[config.mk]
export PLATFORM = sky130hd
export DESIGN_NAME = lpp_top
export DESIGN_NICKNAME = d
export VERILOG_FILES = /design/src/shared/lpp_pkg.sv /design/src/hw/lpp_pin_map.sv /design/src/hw/lpp_top.sv
export VERILOG_INCLUDE_DIRS = /design/src /design/src/shared
export SDC_FILE = /design/constraint.sdc
export NUM_CORES = 1
export LEC_CHECK = 0
export BUFFER_PORTS_ARGS = -buffer_cell sky130_fd_sc_hd__buf_2
export CORE_MARGIN = 3
export CORE_UTILIZATION = 25
export CTS_CLUSTER_SIZE = 16
export DETAILED_ROUTE_END_ITERATION = 8
export PLACE_DENSITY = 0.5
export SYNTH_ARGS = -nofsm -noshare
export SYNTH_HDL_FRONTEND = slang
export SYNTH_HIERARCHICAL = 1
export SYNTH_SLANG_ARGS = --single-unit
[constraint.sdc]
create_clock -name clk_i -period 1.91 [get_ports clk_i]
set_input_delay 0.191 -clock clk_i [delete_from_list [all_inputs] [get_ports clk_i]]
set_output_delay 0.191 -clock clk_i [all_outputs]
set_load 0.05 [all_outputs]
[src/shared/lpp_defs.svh]
// Named offsets, field positions, reset values and mode codes of the panel port.
// Assumes inclusion by bare name; definitions only.
`ifndef LPP_DEFS_SVH
`define LPP_DEFS_SVH

// ****************************************
// Register byte offsets
// ****************************************
`define LPP_CTRL_OFS       4'h0
`define LPP_STAT_OFS       4'h4

// ****************************************
// Control field layout
// ****************************************
`define LPP_MODE_MSB       2
`define LPP_MODE_LSB       0
`define LPP_ALE_POL_BIT    3
`define LPP_RS_POL_BIT     4
`define LPP_STREAM_BIT     8
`define LPP_CTRL_MSB       10
`define LPP_CTRL_RESET     11'h000

// ****************************************
// Interface type codes
// ****************************************
`define LPP_MODE_MOTO      3'h1
`define LPP_MODE_INTEL     3'h3
`define LPP_MODE_INTEL_E   3'h4

// ****************************************
// Status field layout
// ****************************************
`define LPP_STAT_PINS_MSB  4
`define LPP_STAT_PCLK_OE   5
`define LPP_STAT_PINS_OE   6

`endif

[src/shared/lpp_pkg.sv]
// Types and shared decoding of the panel parallel port.
// Assumes lpp_defs.svh is on the include path.
`include "lpp_defs.svh"

package lpp_pkg;

   typedef logic [2:0] lpp_mode_t;

   // Modes in which the pins carry a panel bus at all
   function automatic logic lpp_mode_valid(input lpp_mode_t mode);
      return (mode == `LPP_MODE_MOTO) || (mode == `LPP_MODE_INTEL) || (mode == `LPP_MODE_INTEL_E);
   endfunction : lpp_mode_valid

   // Pixel clock pin carries enable or read strobe
   function automatic logic lpp_pclk_used(input lpp_mode_t mode);
      return (mode == `LPP_MODE_MOTO) || (mode == `LPP_MODE_INTEL);
   endfunction : lpp_pclk_used

endpackage : lpp_pkg

[src/hw/lpp_pin_map.sv]
// Interface-type pin mapping: picks each pin's role at its default polarity.
// Assumes role inputs are active-high assert requests on the same clock.
`timescale 1ns/1ps
`include "lpp_defs.svh"

module lpp_pin_map
   import lpp_pkg::*;
(
   input  wire lpp_mode_t mode_i,
   input  wire logic      role_enable_i,
   input  wire logic      role_read_strobe_i,
   input  wire logic      role_write_strobe_i,
   input  wire logic      role_direction_read_i,
   input  wire logic      role_address_latch_i,
   input  wire logic      role_select_zero_i,
   input  wire logic      role_select_one_i,
   output logic           pclk_lvl_o,
   output logic           hsync_lvl_o,
   output logic           vsync_lvl_o,
   output logic           bias_lvl_o,
   output logic           mclk_lvl_o
);

   always_comb begin
      pclk_lvl_o  = 1'b0;
      hsync_lvl_o = 1'b0;
      vsync_lvl_o = 1'b1;
      bias_lvl_o  = 1'b1;
      mclk_lvl_o  = 1'b1;
      case (mode_i)
         `LPP_MODE_MOTO: begin
            pclk_lvl_o  = role_enable_i;
            hsync_lvl_o = role_direction_read_i;
            vsync_lvl_o = ~role_address_latch_i;
            bias_lvl_o  = ~role_select_zero_i;
            mclk_lvl_o  = ~role_select_one_i;
         end
         `LPP_MODE_INTEL: begin
            pclk_lvl_o  = ~role_read_strobe_i;
            hsync_lvl_o = ~role_write_strobe_i;
            vsync_lvl_o = ~role_address_latch_i;
            bias_lvl_o  = ~role_select_zero_i;
            mclk_lvl_o  = ~role_select_one_i;
         end
         `LPP_MODE_INTEL_E: begin
            pclk_lvl_o  = 1'b0;
            hsync_lvl_o = role_direction_read_i;
            vsync_lvl_o = ~role_address_latch_i;
            bias_lvl_o  = role_select_zero_i;
            mclk_lvl_o  = role_select_one_i;
         end
         default: begin
            pclk_lvl_o  = 1'b0;
         end
      endcase
   end

endmodule : lpp_pin_map

[src/hw/lpp_top.sv]
// Panel parallel port: control register, pin mapping and polarity stage.
// Assumes an Avalon-MM master on clk_i and role requests from a same-clock sequencer.
//
// What this block does
// Read-strobe polarity bit 4 inverts pixel pin
// Default: read strobe low-active, enable high-active
// Address-latch polarity bit 3 inverts latch pin
// Default address latch is active low
// Mode 001b maps enable, direction, latch, selects
// Mode 011b maps read, write, latch, selects
// Mode 100b: pixel pin unused, strobes on selects
// Software configures before streaming, stops before changes; ctrl_r still takes writes while streaming is on
// Polarity inversion is last stage after mapping
`timescale 1ns/1ps
`include "lpp_defs.svh"

module lpp_top
   import lpp_pkg::*;
(
   input  wire logic        clk_i,
   input  wire logic        rst_n_i,
   input  wire logic [3:0]  avs_address_i,
   input  wire logic        avs_read_i,
   input  wire logic        avs_write_i,
   input  wire logic [3:0]  avs_byteenable_i,
   input  wire logic [31:0] avs_writedata_i,
   output logic [31:0]      avs_readdata_o,
   output logic             avs_waitrequest_o,
   input  wire logic        role_enable_i,
   input  wire logic        role_read_strobe_i,
   input  wire logic        role_write_strobe_i,
   input  wire logic        role_direction_read_i,
   input  wire logic        role_address_latch_i,
   input  wire logic        role_select_zero_i,
   input  wire logic        role_select_one_i,
   output logic             pixel_clock_pin_o,
   output logic             pixel_clock_pin_oe_o,
   output logic             horizontal_sync_pin_o,
   output logic             vertical_sync_pin_o,
   output logic             bias_or_select_pin_o,
   output logic             memory_clock_pin_o,
   output logic             panel_pins_oe_o,
   output logic             panel_stream_enable_o
);

   // ****************************************
   // Bus slave
   // ****************************************
   logic [`LPP_CTRL_MSB:0] ctrl_r;
   logic [31:0]            avs_readdata_r;
   logic                   ack_r;
   logic                   req;
   logic                   wr_take;
   logic [31:0]            ctrl_word;
   logic [31:0]            stat_word;
   logic [31:0]            ctrl_merge;

   // One wait state: readdata loads at the same edge that drops waitrequest
   assign req               = avs_read_i | avs_write_i;
   assign avs_waitrequest_o = req & ~ack_r;
   assign wr_take           = avs_write_i & ack_r;
   assign avs_readdata_o    = avs_readdata_r;

   always_ff @(posedge clk_i or negedge rst_n_i) begin
      if (!rst_n_i) begin
         ack_r <= 1'b0;
      end else begin
         ack_r <= req & ~ack_r;
      end
   end

   assign ctrl_word = {{(31 - `LPP_CTRL_MSB){1'b0}}, ctrl_r};

   always_comb begin
      ctrl_merge = ctrl_word;
      for (int b = 0; b < 4; b++) begin
         if (avs_byteenable_i[b]) begin
            ctrl_merge[b*8 +: 8] = avs_writedata_i[b*8 +: 8];
         end
      end
   end

   // Streaming enable shares this register; software keeps it off while reprogramming
   always_ff @(posedge clk_i or negedge rst_n_i) begin
      if (!rst_n_i) begin
         ctrl_r <= `LPP_CTRL_RESET;
      end else if (wr_take && avs_address_i == `LPP_CTRL_OFS) begin
         ctrl_r <= ctrl_merge[`LPP_CTRL_MSB:0];
      end
   end

   always_ff @(posedge clk_i or negedge rst_n_i) begin
      if (!rst_n_i) begin
         avs_readdata_r <= 32'h0000_0000;
      end else if (avs_read_i && !ack_r) begin
         case (avs_address_i)
            `LPP_CTRL_OFS: avs_readdata_r <= ctrl_word;
            `LPP_STAT_OFS: avs_readdata_r <= stat_word;
            default:       avs_readdata_r <= 32'h0000_0000;
         endcase
      end
   end

   // ****************************************
   // Control fields
   // ****************************************
   lpp_mode_t mode;
   logic      rs_pol;
   logic      ale_pol;

   assign mode                  = ctrl_r[`LPP_MODE_MSB:`LPP_MODE_LSB];
   assign rs_pol                = ctrl_r[`LPP_RS_POL_BIT];
   assign ale_pol               = ctrl_r[`LPP_ALE_POL_BIT];
   assign panel_stream_enable_o = ctrl_r[`LPP_STREAM_BIT];

   // ****************************************
   // Pin mapping
   // ****************************************
   logic pclk_lvl;
   logic hsync_lvl;
   logic vsync_lvl;
   logic bias_lvl;
   logic mclk_lvl;

   lpp_pin_map u_map (
      .mode_i                (mode),
      .role_enable_i         (role_enable_i),
      .role_read_strobe_i    (role_read_strobe_i),
      .role_write_strobe_i   (role_write_strobe_i),
      .role_direction_read_i (role_direction_read_i),
      .role_address_latch_i  (role_address_latch_i),
      .role_select_zero_i    (role_select_zero_i),
      .role_select_one_i     (role_select_one_i),
      .pclk_lvl_o            (pclk_lvl),
      .hsync_lvl_o           (hsync_lvl),
      .vsync_lvl_o           (vsync_lvl),
      .bias_lvl_o            (bias_lvl),
      .mclk_lvl_o            (mclk_lvl)
   );

   // ****************************************
   // Polarity stage and pin registers
   // ****************************************
   // Inversion after mapping, so one bit serves both enable and read-strobe roles
   logic pclk_nxt;
   logic vsync_nxt;

   assign pclk_nxt  = lpp_pclk_used(mode) ? (pclk_lvl ^ rs_pol) : 1'b0;
   assign vsync_nxt = lpp_mode_valid(mode) ? (vsync_lvl ^ ale_pol) : 1'b1;

   always_ff @(posedge clk_i or negedge rst_n_i) begin
      if (!rst_n_i) begin
         pixel_clock_pin_o     <= 1'b0;
         horizontal_sync_pin_o <= 1'b0;
         vertical_sync_pin_o   <= 1'b1;
         bias_or_select_pin_o  <= 1'b1;
         memory_clock_pin_o    <= 1'b1;
      end else begin
         pixel_clock_pin_o     <= pclk_nxt;
         horizontal_sync_pin_o <= hsync_lvl;
         vertical_sync_pin_o   <= vsync_nxt;
         bias_or_select_pin_o  <= bias_lvl;
         memory_clock_pin_o    <= mclk_lvl;
      end
   end

   always_ff @(posedge clk_i or negedge rst_n_i) begin
      if (!rst_n_i) begin
         pixel_clock_pin_oe_o <= 1'b0;
         panel_pins_oe_o      <= 1'b0;
      end else begin
         pixel_clock_pin_oe_o <= lpp_pclk_used(mode);
         panel_pins_oe_o      <= lpp_mode_valid(mode);
      end
   end

   assign stat_word = {25'h0000000, panel_pins_oe_o, pixel_clock_pin_oe_o,
                       memory_clock_pin_o, bias_or_select_pin_o, vertical_sync_pin_o,
                       horizontal_sync_pin_o, pixel_clock_pin_o};

   // ****************************************
   // Assertions
   // ****************************************
   a_rs_invert: assert property (@(posedge clk_i) disable iff (!rst_n_i)
      (mode == `LPP_MODE_INTEL) |=> (pixel_clock_pin_o == ($past(rs_pol) ^ ~$past(role_read_strobe_i))))
      else $error("read strobe pin polarity wrong");

   a_en_default: assert property (@(posedge clk_i) disable iff (!rst_n_i)
      (mode == `LPP_MODE_MOTO && !rs_pol && role_enable_i) |=> pixel_clock_pin_o)
      else $error("enable not high by default");

   a_ale_invert: assert property (@(posedge clk_i) disable iff (!rst_n_i)
      (lpp_mode_valid(mode) && ale_pol) |=> (vertical_sync_pin_o == $past(role_address_latch_i)))
      else $error("inverted latch pin wrong");

   a_ale_default: assert property (@(posedge clk_i) disable iff (!rst_n_i)
      (lpp_mode_valid(mode) && !ale_pol && role_address_latch_i) |=> !vertical_sync_pin_o)
      else $error("latch not active low");

   a_moto_map: assert property (@(posedge clk_i) disable iff (!rst_n_i)
      (mode == `LPP_MODE_MOTO) |=> (horizontal_sync_pin_o == $past(role_direction_read_i)
         && bias_or_select_pin_o == !$past(role_select_zero_i)
         && memory_clock_pin_o == !$past(role_select_one_i) && pixel_clock_pin_oe_o))
      else $error("mode 001 map wrong");

   a_intel_map: assert property (@(posedge clk_i) disable iff (!rst_n_i)
      (mode == `LPP_MODE_INTEL) |=> (horizontal_sync_pin_o == !$past(role_write_strobe_i)
         && bias_or_select_pin_o == !$past(role_select_zero_i)
         && memory_clock_pin_o == !$past(role_select_one_i)))
      else $error("mode 011 map wrong");

   a_strobe_map: assert property (@(posedge clk_i) disable iff (!rst_n_i)
      (mode == `LPP_MODE_INTEL_E) |=> (!pixel_clock_pin_oe_o && !pixel_clock_pin_o
         && bias_or_select_pin_o == $past(role_select_zero_i)
         && memory_clock_pin_o == $past(role_select_one_i)))
      else $error("mode 100 map wrong");

   a_pol_last: assert property (@(posedge clk_i) disable iff (!rst_n_i)
      (mode == `LPP_MODE_MOTO && $stable(role_enable_i) && $rose(rs_pol)) |=> $changed(pixel_clock_pin_o))
      else $error("polarity flip did not toggle pin");

endmodule : lpp_top

# ---- After elaboration in Yosys (flattened, before gate mapping)
# Index checks and enable logic that the tools add are counted.
# Widths: inputs -> output; s select.
dict set report word_totals {
  regBits 51
  input_bits 51
  output_inout_bits 41
  word_cells 45
}
dict set report classes {
  eq_ne 4
  n_mux 8
  bitwise 11
  n_reduce_logical 11
}
# cell count
set op_table {}
lappend op_table {{$pmux 11 s2} 1}
lappend op_table {{$pmux 1 s2} 4}
lappend op_table {{$not 1->1} 6}
lappend op_table {{$eq 4x3->1 const B} 1}
lappend op_table {{$logic_not 4->1} 1}
lappend op_table {{$reduce_and 2->1} 2}
lappend op_table {{$reduce_or 2->1} 2}
lappend op_table {{$eq 3x1->1 const B} 1}
lappend op_table {{$eq 3x2->1 const B} 1}
lappend op_table {{$eq 3x3->1 const B} 1}
lappend op_table {{$mux 1} 3}
lappend op_table {{$reduce_or 3->1} 1}
lappend op_table {{$and 1x1->1} 2}
lappend op_table {{$logic_and 1x1->1} 2}
lappend op_table {{$logic_or 1x1->1} 2}
lappend op_table {{$xor 1x1->1} 2}
lappend op_table {{$logic_not 1->1} 1}
lappend op_table {{$or 1x1->1} 1}

# ---- Longest topological paths before layout
# Gate-level depths: netlist (run 1).
dict set report logic_depth {
  word_depth 5
  depth_mapped 5
  ltp_nobuf 4
}

# ---- Hierarchy
# The synthesis (run 1) kept the hierarchy.
# mod instances cells_per_inst area_each_um2
set by_module_without_submodules {}
lappend by_module_without_submodules {lpp_top 1 116 1416.4}
lappend by_module_without_submodules {lpp_pin_map 1 11 88.8}

# ---- Worst setup path before layout (run 1)
# OpenSTA, ideal clock, no wires.
dict set report synth_timing {
  path_kind {input -> register}
  startpoint {input port avs_address_i[2]}
  endpoint {register ctrl_r[0]}
  t_arrival_ps 1302
  setup_slack_ps 483
  path_stages 5
  path_buffers 2
  path_cell_list {buf_6 -> nor4_4 -> and4_4 -> buf_12 -> mux2_4}
}
dict set report synth_via {
  elab_chain_len 3
}
# element line_no
set synth_lines {}
lappend synth_lines {{start, declared} lpp_top.sv:22} ;# input wire logic [3:0] avs_address_i,
lappend synth_lines {{$logic_not 4->1} --}
lappend synth_lines {{$logic_and 1x1->1 (no source line)} --}
lappend synth_lines {{$reduce_and 2->1 (no source line)} --}
lappend synth_lines {{end signal, assigned} lpp_top.sv:86} ;# ctrl_r <= `LPP_CTRL_RESET;
lappend synth_lines {{end signal, assigned} lpp_top.sv:88} ;# ctrl_r <= ctrl_merge[`LPP_CTRL_MSB:0];
lappend synth_lines {{end, declared} lpp_top.sv:49} ;# logic [`LPP_CTRL_MSB:0] ctrl_r;
# Every way passes these cells.
# A chain may end at the register's enable or synchronous reset.

# ---- Final worst setup path (run 1)
dict set report layout_timing {
  startpoint {register ack_r}
  endpoint {register avs_readdata_r[1] (netlist: avs_readdata_o[1])}
}
dict set report layout_via {
  elab_chain_len 2
}
# element line_no
set layout_lines {}
lappend layout_lines {{start, declared} lpp_top.sv:51} ;# logic ack_r;
lappend layout_lines {{start signal, assigned} lpp_top.sv:68} ;# ack_r <= req & ~ack_r;
lappend layout_lines {{$logic_not 1->1} lpp_top.sv:95} ;# end else if (avs_read_i && !ack_r) begin
lappend layout_lines {{$logic_and 1x1->1} lpp_top.sv:95}
lappend layout_lines {{end signal, assigned} lpp_top.sv:97} ;# `LPP_CTRL_OFS: avs_readdata_r <= ctrl_word;
lappend layout_lines {{end signal, assigned} lpp_top.sv:98} ;# `LPP_STAT_OFS: avs_readdata_r <= stat_word;
lappend layout_lines {{end, declared} lpp_top.sv:50} ;# logic [31:0] avs_readdata_r;
# Every way passes these cells.

==> flow_metrics.py, run 1 <==
metrics = {
    "power_and_ir_drop": {
        "p_per_area_nw_per_um2": 969,
        "power.leakage_uw": 0.000943,
        "finalPower_uw": 1780,
        "peakVddDrop_mv": 0.311,
    },
    "job": {
        "maxCapViolCount": 0,
    },
    "clocking": {
        "cts_tree": "built",
        "cts_buffers": 5,
        "clk_pin_slew_ns": 0.06,
        "clock_sinks": 30,
        "cts.path.max_buffers": 2,
        "post-cts-setup-buffer-count": 0,
        "clk_latency_ns": 0.28,
        "clock-root-buffer": "clkbuf_8",
        "h-tree-depth": 2,
    },
    "timing": {
        "period_share": 0.724,
        "hold_viol": 0,
        "fmax_ghz": 0.723,
        "max_slew_margin": 0.515,
        "rsz0062_at_grt": "false",
        "hold_ws_ns": 0.0713,
        "setup_viol": 0,
        "fin_setup_tns_ns": 0,
        "final_max_slew_viol_count": 0,
        "skew_ns": 0.00171,
        "period_minus_slack_ns": 1.38,
        "tightestPinTransition_ns": 0.728,
    },
    "grt": {
        "gr-total-overflow": 0,
        "grt_usage": 0.0967,
        "grt_pass1_vias": 1027,
        "antenna_found_initial": 0,
        "grt_pass1_wl_um": 5270,
        "grt_max_degree": 31,
    },
    "yosys": {
        "synth_top_area_cell": "dfrtp_1",
        "yosysUniqueCellTypes": 28,
        "synthTopCellsByArea": "dfrtp_1 (45%), buf_4 (10%), mux2_4 (8.0%), mux2i_1 (6.0%), dfstp_2 (5.2%)",
        "postSynthAreaPerCell_um2": 11.9,
        "synthArstFlopShare": 1.00,
        "netlist_top_cells_count": "dfrtp_1 (27), buf_4 (21), nand2_1 (17), mux2i_1 (9), mux2_4 (8)",
        "ys_seq_area_frac": 0.501,
        "synth_top_area_frac": 0.449,
        "synth_edf_count": 0,
        "synthCells": 127,
        "synth_most_common_cell": "dfrtp_1",
        "synth_ff_type": "dfrtp_1",
        "synth_warnings": 6,
        "syn_area_um2": 1510,
        "synth-seq-cells": 30,
    },
    "worst_setup_path": {
        "worstSetupPathType": "register to register",
        "arrival_ns": 1.56,
        "r2r_slack_ns": 0.53,
        "crit_required_ns": 2.08,
        "crit_path_start_kind": "register",
        "crit_path_end_kind": "register",
        "critPathMaxFanout": 22,
    },
    "place": {
        "dpl.hpwl_um": 2500,
        "port_buffers": 47,
        "place_congestion": 0.751,
        "dp_cells": 242,
    },
    "floorplanning": {
        "rows": 27,
        "initial_core_util": 0.265,
        "dieArea_um2": 6990,
        "io_pins": 92,
        "die_x_um": 83.6,
        "core_um2": 5680,
        "die_y_um": 83.6,
    },
    "detailed_routing": {
        "wl_per_cell_um": 12.7,
        "drtPass1Iterations": 4,
        "vias_per_cell": 4.00,
        "ant_nets": 0,
        "post-route-drc-count": 0,
        "drt_iter0_drc": 10,
        "totalWireLength_um": 3200,
        "vias": 1004,
    },
    "final_layout": {
        "area_growth_pct": 22.3,
        "fillers": 599,
        "final-instance-count-excl-fill": 251,
        "drive_gt1_frac": 0.419,
        "diodes": 0,
        "nets": 229,
        "multi_input_area_um2": 622,
        "seqCellArea_um2": 754,
    },
    "hold_path": {
        "hold_path_class": "primary input to register",
    },
    "outcome": {
        "status": "completed",
    },
}
==> cells in the final DEF, fill, tap and decap left out <==
cell type | Yosys | final
nor2_1 | 3 | 3
mux2_4 | 8 | 8
o21ai_0 | 6 | 6
a21boi_1 | 1 | 1
nand2b_2 | 1 | 1
mux2_2 | 3 | 3
mux2i_1 | 9 | 9
dfstp_2 | 3 | 3
or2_0 | 1 | 1
nor3b_2 | 1 | 1
dfrtp_1 | 27 | 27
inv_1 | 1 | 1
and4_4 | 1 | 1
and2b_1 | 1 | 1
nor4_4 | 1 | 1
conb_1 | 1 | 21
xnor2_1 | 2 | 2
nand4_1 | 1 | 1
o31ai_1 | 7 | 7
a32o_1 | 1 | 1
buf_2 | 0 | 47
clkbuf_8 | 0 | 8
dlygate4sd3_1 | 0 | 1
or2b_1 | 1 | 1
nand2b_1 | 3 | 3
nand2_1 | 17 | 17
buf_4 | 21 | 2
or3_1 | 1 | 1
==> cell families (layout without fill, tap and decap cells) <==
group	after synthesis	count (layout)	synth area share
AND/OR/NAND/NOR	32	32	0.121
flip-flops	30	30	0.501
buffers and inverters	27	59	0.135
multiplexers	20	20	0.162
AO/OA/AOI/OAI	15	15	0.0665
XOR/XNOR	2	2	0.0116
other	1	21	0.00249
==> area by class of cell <==
type                       count  share of cell area
inverter                       1             0.00204
sequential                    30               0.410
timing repair buffer          50               0.141
multi-input combinational     90               0.338
tap                           72              0.0489
clock buffer                   8              0.0598
==> layer usage <==
| metal | part of all wire | GRT usage | vias to the layer above |
|---|---|---|---|
| met2 | 0.45 | 0.139 | 47 |
| met3 | 0.083 | 0.0365 | 5 |
| met1 | 0.45 | 0.128 | 464 |
| li1 | - | - | 488 |
| met5 | 0 | 0 | - |
| met4 | 0.020 | 0.0439 | 0 |
==> what timing repair did <==
item	CTS	global route
hold buffers	1	0
endpoints found under the hold margin	27	0
gates resized for setup	0	0
==> worst paths after layout <==
check                                               from                              to  cells after the start
setup / recovery                         ack_r$_DFF_PN0_   avs_readdata_o[1]$_DFFE_PN0P_                      2
hold / removal                        role_select_zero_i  bias_or_select_pin_o$_DFF_PN1_                      2
max in group asynchronous                        rst_n_i                 ack_r$_DFF_PN0_                      2
hold reg to reg            avs_readdata_o[4]$_DFFE_PN0P_   avs_readdata_o[4]$_DFFE_PN0P_                      2
setup reg to reg                         ack_r$_DFF_PN0_   avs_readdata_o[1]$_DFFE_PN0P_                      2
min in group asynchronous                        rst_n_i   avs_readdata_o[6]$_DFFE_PN0P_                      2
==> critical path: stages, from the launching register on <==
cell and delay [ns]:
dfrtp_1 0.40, nand2b_1 0.48, o31ai_1 0.40
==> through the flow <==
step	setup slack [ns]	cell area, µm²	util
floorplan	0.483	1580	-
global placement	0.473	1720	0.303
detailed placement	0.466	1720	0.303
CTS	0.490	1840	0.324
global route	0.324	1840	0.324
finish	0.527	1840	0.324
==> report_power, final <==
part | switching (µW) | internal (µW)
Combinational | 315 | 128
Clock | 226 | 363
Sequential | 47.9 | 705
Total | 588 | 1200
No activity file was read; power rests on OpenSTA's default activity.
==> run 2, diff against run 1 <==
Settings changed: ABC_AREA set to 1.
Clock period 1.91 ns to 1.3 ns, I/O delays scaled along.
==> run 2 against run 1 <==
  * Critical path depth unchanged
  * Combinational power up 53%
  * Utilization up 0.39 points
  * Final area up 6.2%
  * Cell count up 29%
  * Sequential power up 46%
  * Clock power up 32%
  * Die area up 3.1%
  * Critical endpoint is now avs_waitrequest_o
  * Largest cell class unchanged
  * Largest power group unchanged
==> flow_metrics.py, run 2 <==
metrics = {
    "floorplanning": {
        "dieArea_um2": 7200,
        "core_um2": 5960,
        "die_y_um": 84.9,
        "die_x_um": 84.9,
        "io_pins": 92,
        "initial_core_util": 0.261,
        "rows": 28,
    },
    "power_and_ir_drop": {
        "p_seq_frac": 0.430,
        "combPwrFrac": 0.265,
        "peakVddDrop_mv": 0.377,
        "clkPwrFrac": 0.305,
        "intPower_uw": 1630,
        "p_per_area_nw_per_um2": 1310,
        "power.leakage_uw": 0.00111,
        "switching_share": 0.364,
        "p_sw_uw": 930,
        "finalPower_uw": 2560,
    },
    "grt": {
        "grt_pass1_wl_um": 5640,
        "grt_usage": 0.0998,
        "grt_pass1_vias": 1229,
        "grt_max_degree": 17,
        "gr-total-overflow": 0,
        "antenna_found_initial": 0,
    },
    "timing": {
        "period_minus_slack_ns": 1.23,
        "setup_viol": 0,
        "rsz0062_at_grt": "false",
        "skew_ns": 0.00544,
        "fmax_ghz": 0.816,
        "fin_setup_tns_ns": 0,
        "final_max_slew_viol_count": 0,
        "hold_viol": 0,
        "period_share": 0.943,
        "layout_setup_ws_ns": 0.0746,
    },
    "outcome": {
        "status": "completed",
    },
    "yosys": {
        "synth_top_area_frac": 0.434,
        "synthCells": 191,
        "synth_top_area_cell": "dfrtp_1",
        "synthTopCellsByArea": "dfrtp_1 (43%), nand2_1 (18%), buf_4 (11%), nand3_1 (9.0%), dfstp_2 (5.1%)",
        "ys_seq_area_frac": 0.485,
        "yosysUniqueCellTypes": 22,
        "synth-seq-cells": 30,
        "synth_ff_type": "dfrtp_1",
        "synth_most_common_cell": "nand2_1",
        "synthArstFlopShare": 1.00,
        "synth_warnings": 6,
        "synth_edf_count": 0,
        "postSynthAreaPerCell_um2": 8.14,
        "syn_area_um2": 1560,
        "netlist_top_cells_count": "nand2_1 (74), nand3_1 (28), dfrtp_1 (27), buf_4 (22), inv_1 (7)",
    },
    "place": {
        "place_ws_ns": 0.141,
        "place_congestion": 0.764,
        "port_buffers": 47,
        "postPlaceCellArea_um2": 1840,
        "dpl.hpwl_um": 2840,
    },
    "clocking": {
        "cts_tree": "built",
        "cts.path.max_buffers": 2,
        "clock-root-buffer": "clkbuf_8",
        "cts_buffers": 5,
        "clk_latency_ns": 0.28,
        "h-tree-depth": 2,
        "ctsResizeCount": 0,
        "clock_sinks": 30,
        "clk_pin_slew_ns": 0.06,
    },
    "worst_setup_path": {
        "cp_num_buf_inv": 1,
        "crit_family": "flip-flops",
        "crit_path_start_kind": "register",
        "crit_required_ns": 1.17,
        "slowest_delay_ns": 0.39,
        "crit_path_end_kind": "output pin",
        "cp_slowest_cell": "dfrtp_1",
        "critPathMaxFanout": 3,
        "worstSetupPathType": "register to output pin",
        "arrival_ns": 1.10,
        "cp_cell_sequence": "nor2_1 > buf_2",
    },
    "hold_path": {
        "hold_path_class": "primary input to register",
    },
    "final_layout": {
        "diodes": 0,
        "drive_gt1_frac": 0.296,
        "final_common_cell": "nand2_1",
        "nets": 300,
        "final_util": 0.328,
        "fin_area_um2": 1950,
        "area_growth_pct": 25.7,
        "layout_common_cells": "nand2_1 (74), buf_2 (47), nand3_1 (28), dfrtp_1 (27), conb_1 (21)",
    },
    "detailed_routing": {
        "post-route-drc-count": 0,
        "drtPass1Iterations": 4,
        "vias_per_cell": 3.95,
        "totalWireLength_um": 3440,
        "ant_nets": 0,
        "drt_iter0_drc": 33,
        "wl_per_cell_um": 10.6,
        "vias": 1284,
    },
    "job": {
        "maxCapViolCount": 0,
    },
}
## run 2: changes by cell type after synthesis, moves of 2 or more
cell and delta:
inv_1 +6, mux2_2 -3, nor2_4 +3, nand3_1 +28, clkbuf_1 -2, nand2b_1 -3, buf_2 +2, nor2_1 +2
mux2i_1 -9, o31ai_1 -7, nand2_1 +57, mux2_4 -8
## run 2: kinds of logic (layout without fill, tap and decap cells)
family | count (synthesis) | after routing | share of synthesized area
AOI/OAI and AO/OA | 8 | 8 | 0.0298
and+or+nand+nor | 116 | 116 | 0.330
xor gates and xnor gates | 2 | 2 | 0.0113
buffers and inverters | 34 | 73 | 0.142
other | 1 | 21 | 0.00241
DFF | 30 | 30 | 0.485
## run 2: tightest hold or removal path, stage by stage
cell and delay [ns]:
buf_2 0.11, nand2_1 0.05, nand2_1 0.05
## run 2: path summary, 6_finish.rpt
check | start | end | slack, ns | cells after the start
max in group asynchronous | rst_n_i | vertical_sync_pin_o$_DFF_PN1_ | 0.52 | 3
min in group asynchronous | rst_n_i | avs_readdata_o[8]$_DFFE_PN0P_ | 0.29 | 2
worst max-delay path | ack_r$_DFF_PN0_ | avs_waitrequest_o | 0.07 | 2
worst max register to register | ctrl_r[1]$_DFFE_PN0P_ | vertical_sync_pin_o$_DFF_PN1_ | 0.18 | 6
worst min register to register | ack_r$_DFF_PN0_ | ack_r$_DFF_PN0_ | 0.47 | 1
worst min-delay path | role_select_zero_i | bias_or_select_pin_o$_DFF_PN1_ | 0.06 | 3
## run 2: metrics by stage
| step | hold WS (ns) | std cells |
|---|---|---|
| after CTS | 0.0486 | 324 |
| after floorplan | -0.166 | 211 |
| after detailed placement | 0.0718 | 315 |
| final | 0.0557 | 325 |
| after global routing | 0.0516 | 325 |
| after global placement | 0.0710 | 315 |
## run 2: repair_timing
item	in CTS	in global routing
hold buffers	1	0
setup endpoints to repair	0	5
endpoints found under the hold margin	13	0
setup buffers	0	1
## run 2: routing by layer
layer  track usage  vias up  wire [µm]
met3        0.0340        6        197
li1              -      678          -
met4        0.0432        0         71
met2         0.164       35       1660
met1         0.119      565       1510
met5             0        -          0
## run 2: area by class of cell
class                           instances  area, µm²
Clock buffer                            6       82.6
Clock inverter                          2       12.5
Fill cell                             680       4000
Inverter                                8       30.0
Multi-Input combinational cell        147        656
Sequential cell                        30        754
Tap cell                               75       93.8
Timing Repair Buffer                   57        325
## run 2: power groups by stage
stage	Sequential (µW)	Combinational [µW]	Clock [µW]
after global placement	1110	681	0
after global routing	1110	737	847
after floorplan	1270	373	0
final	1100	678	779
after detailed placement	1120	683	0
after CTS	1100	686	798
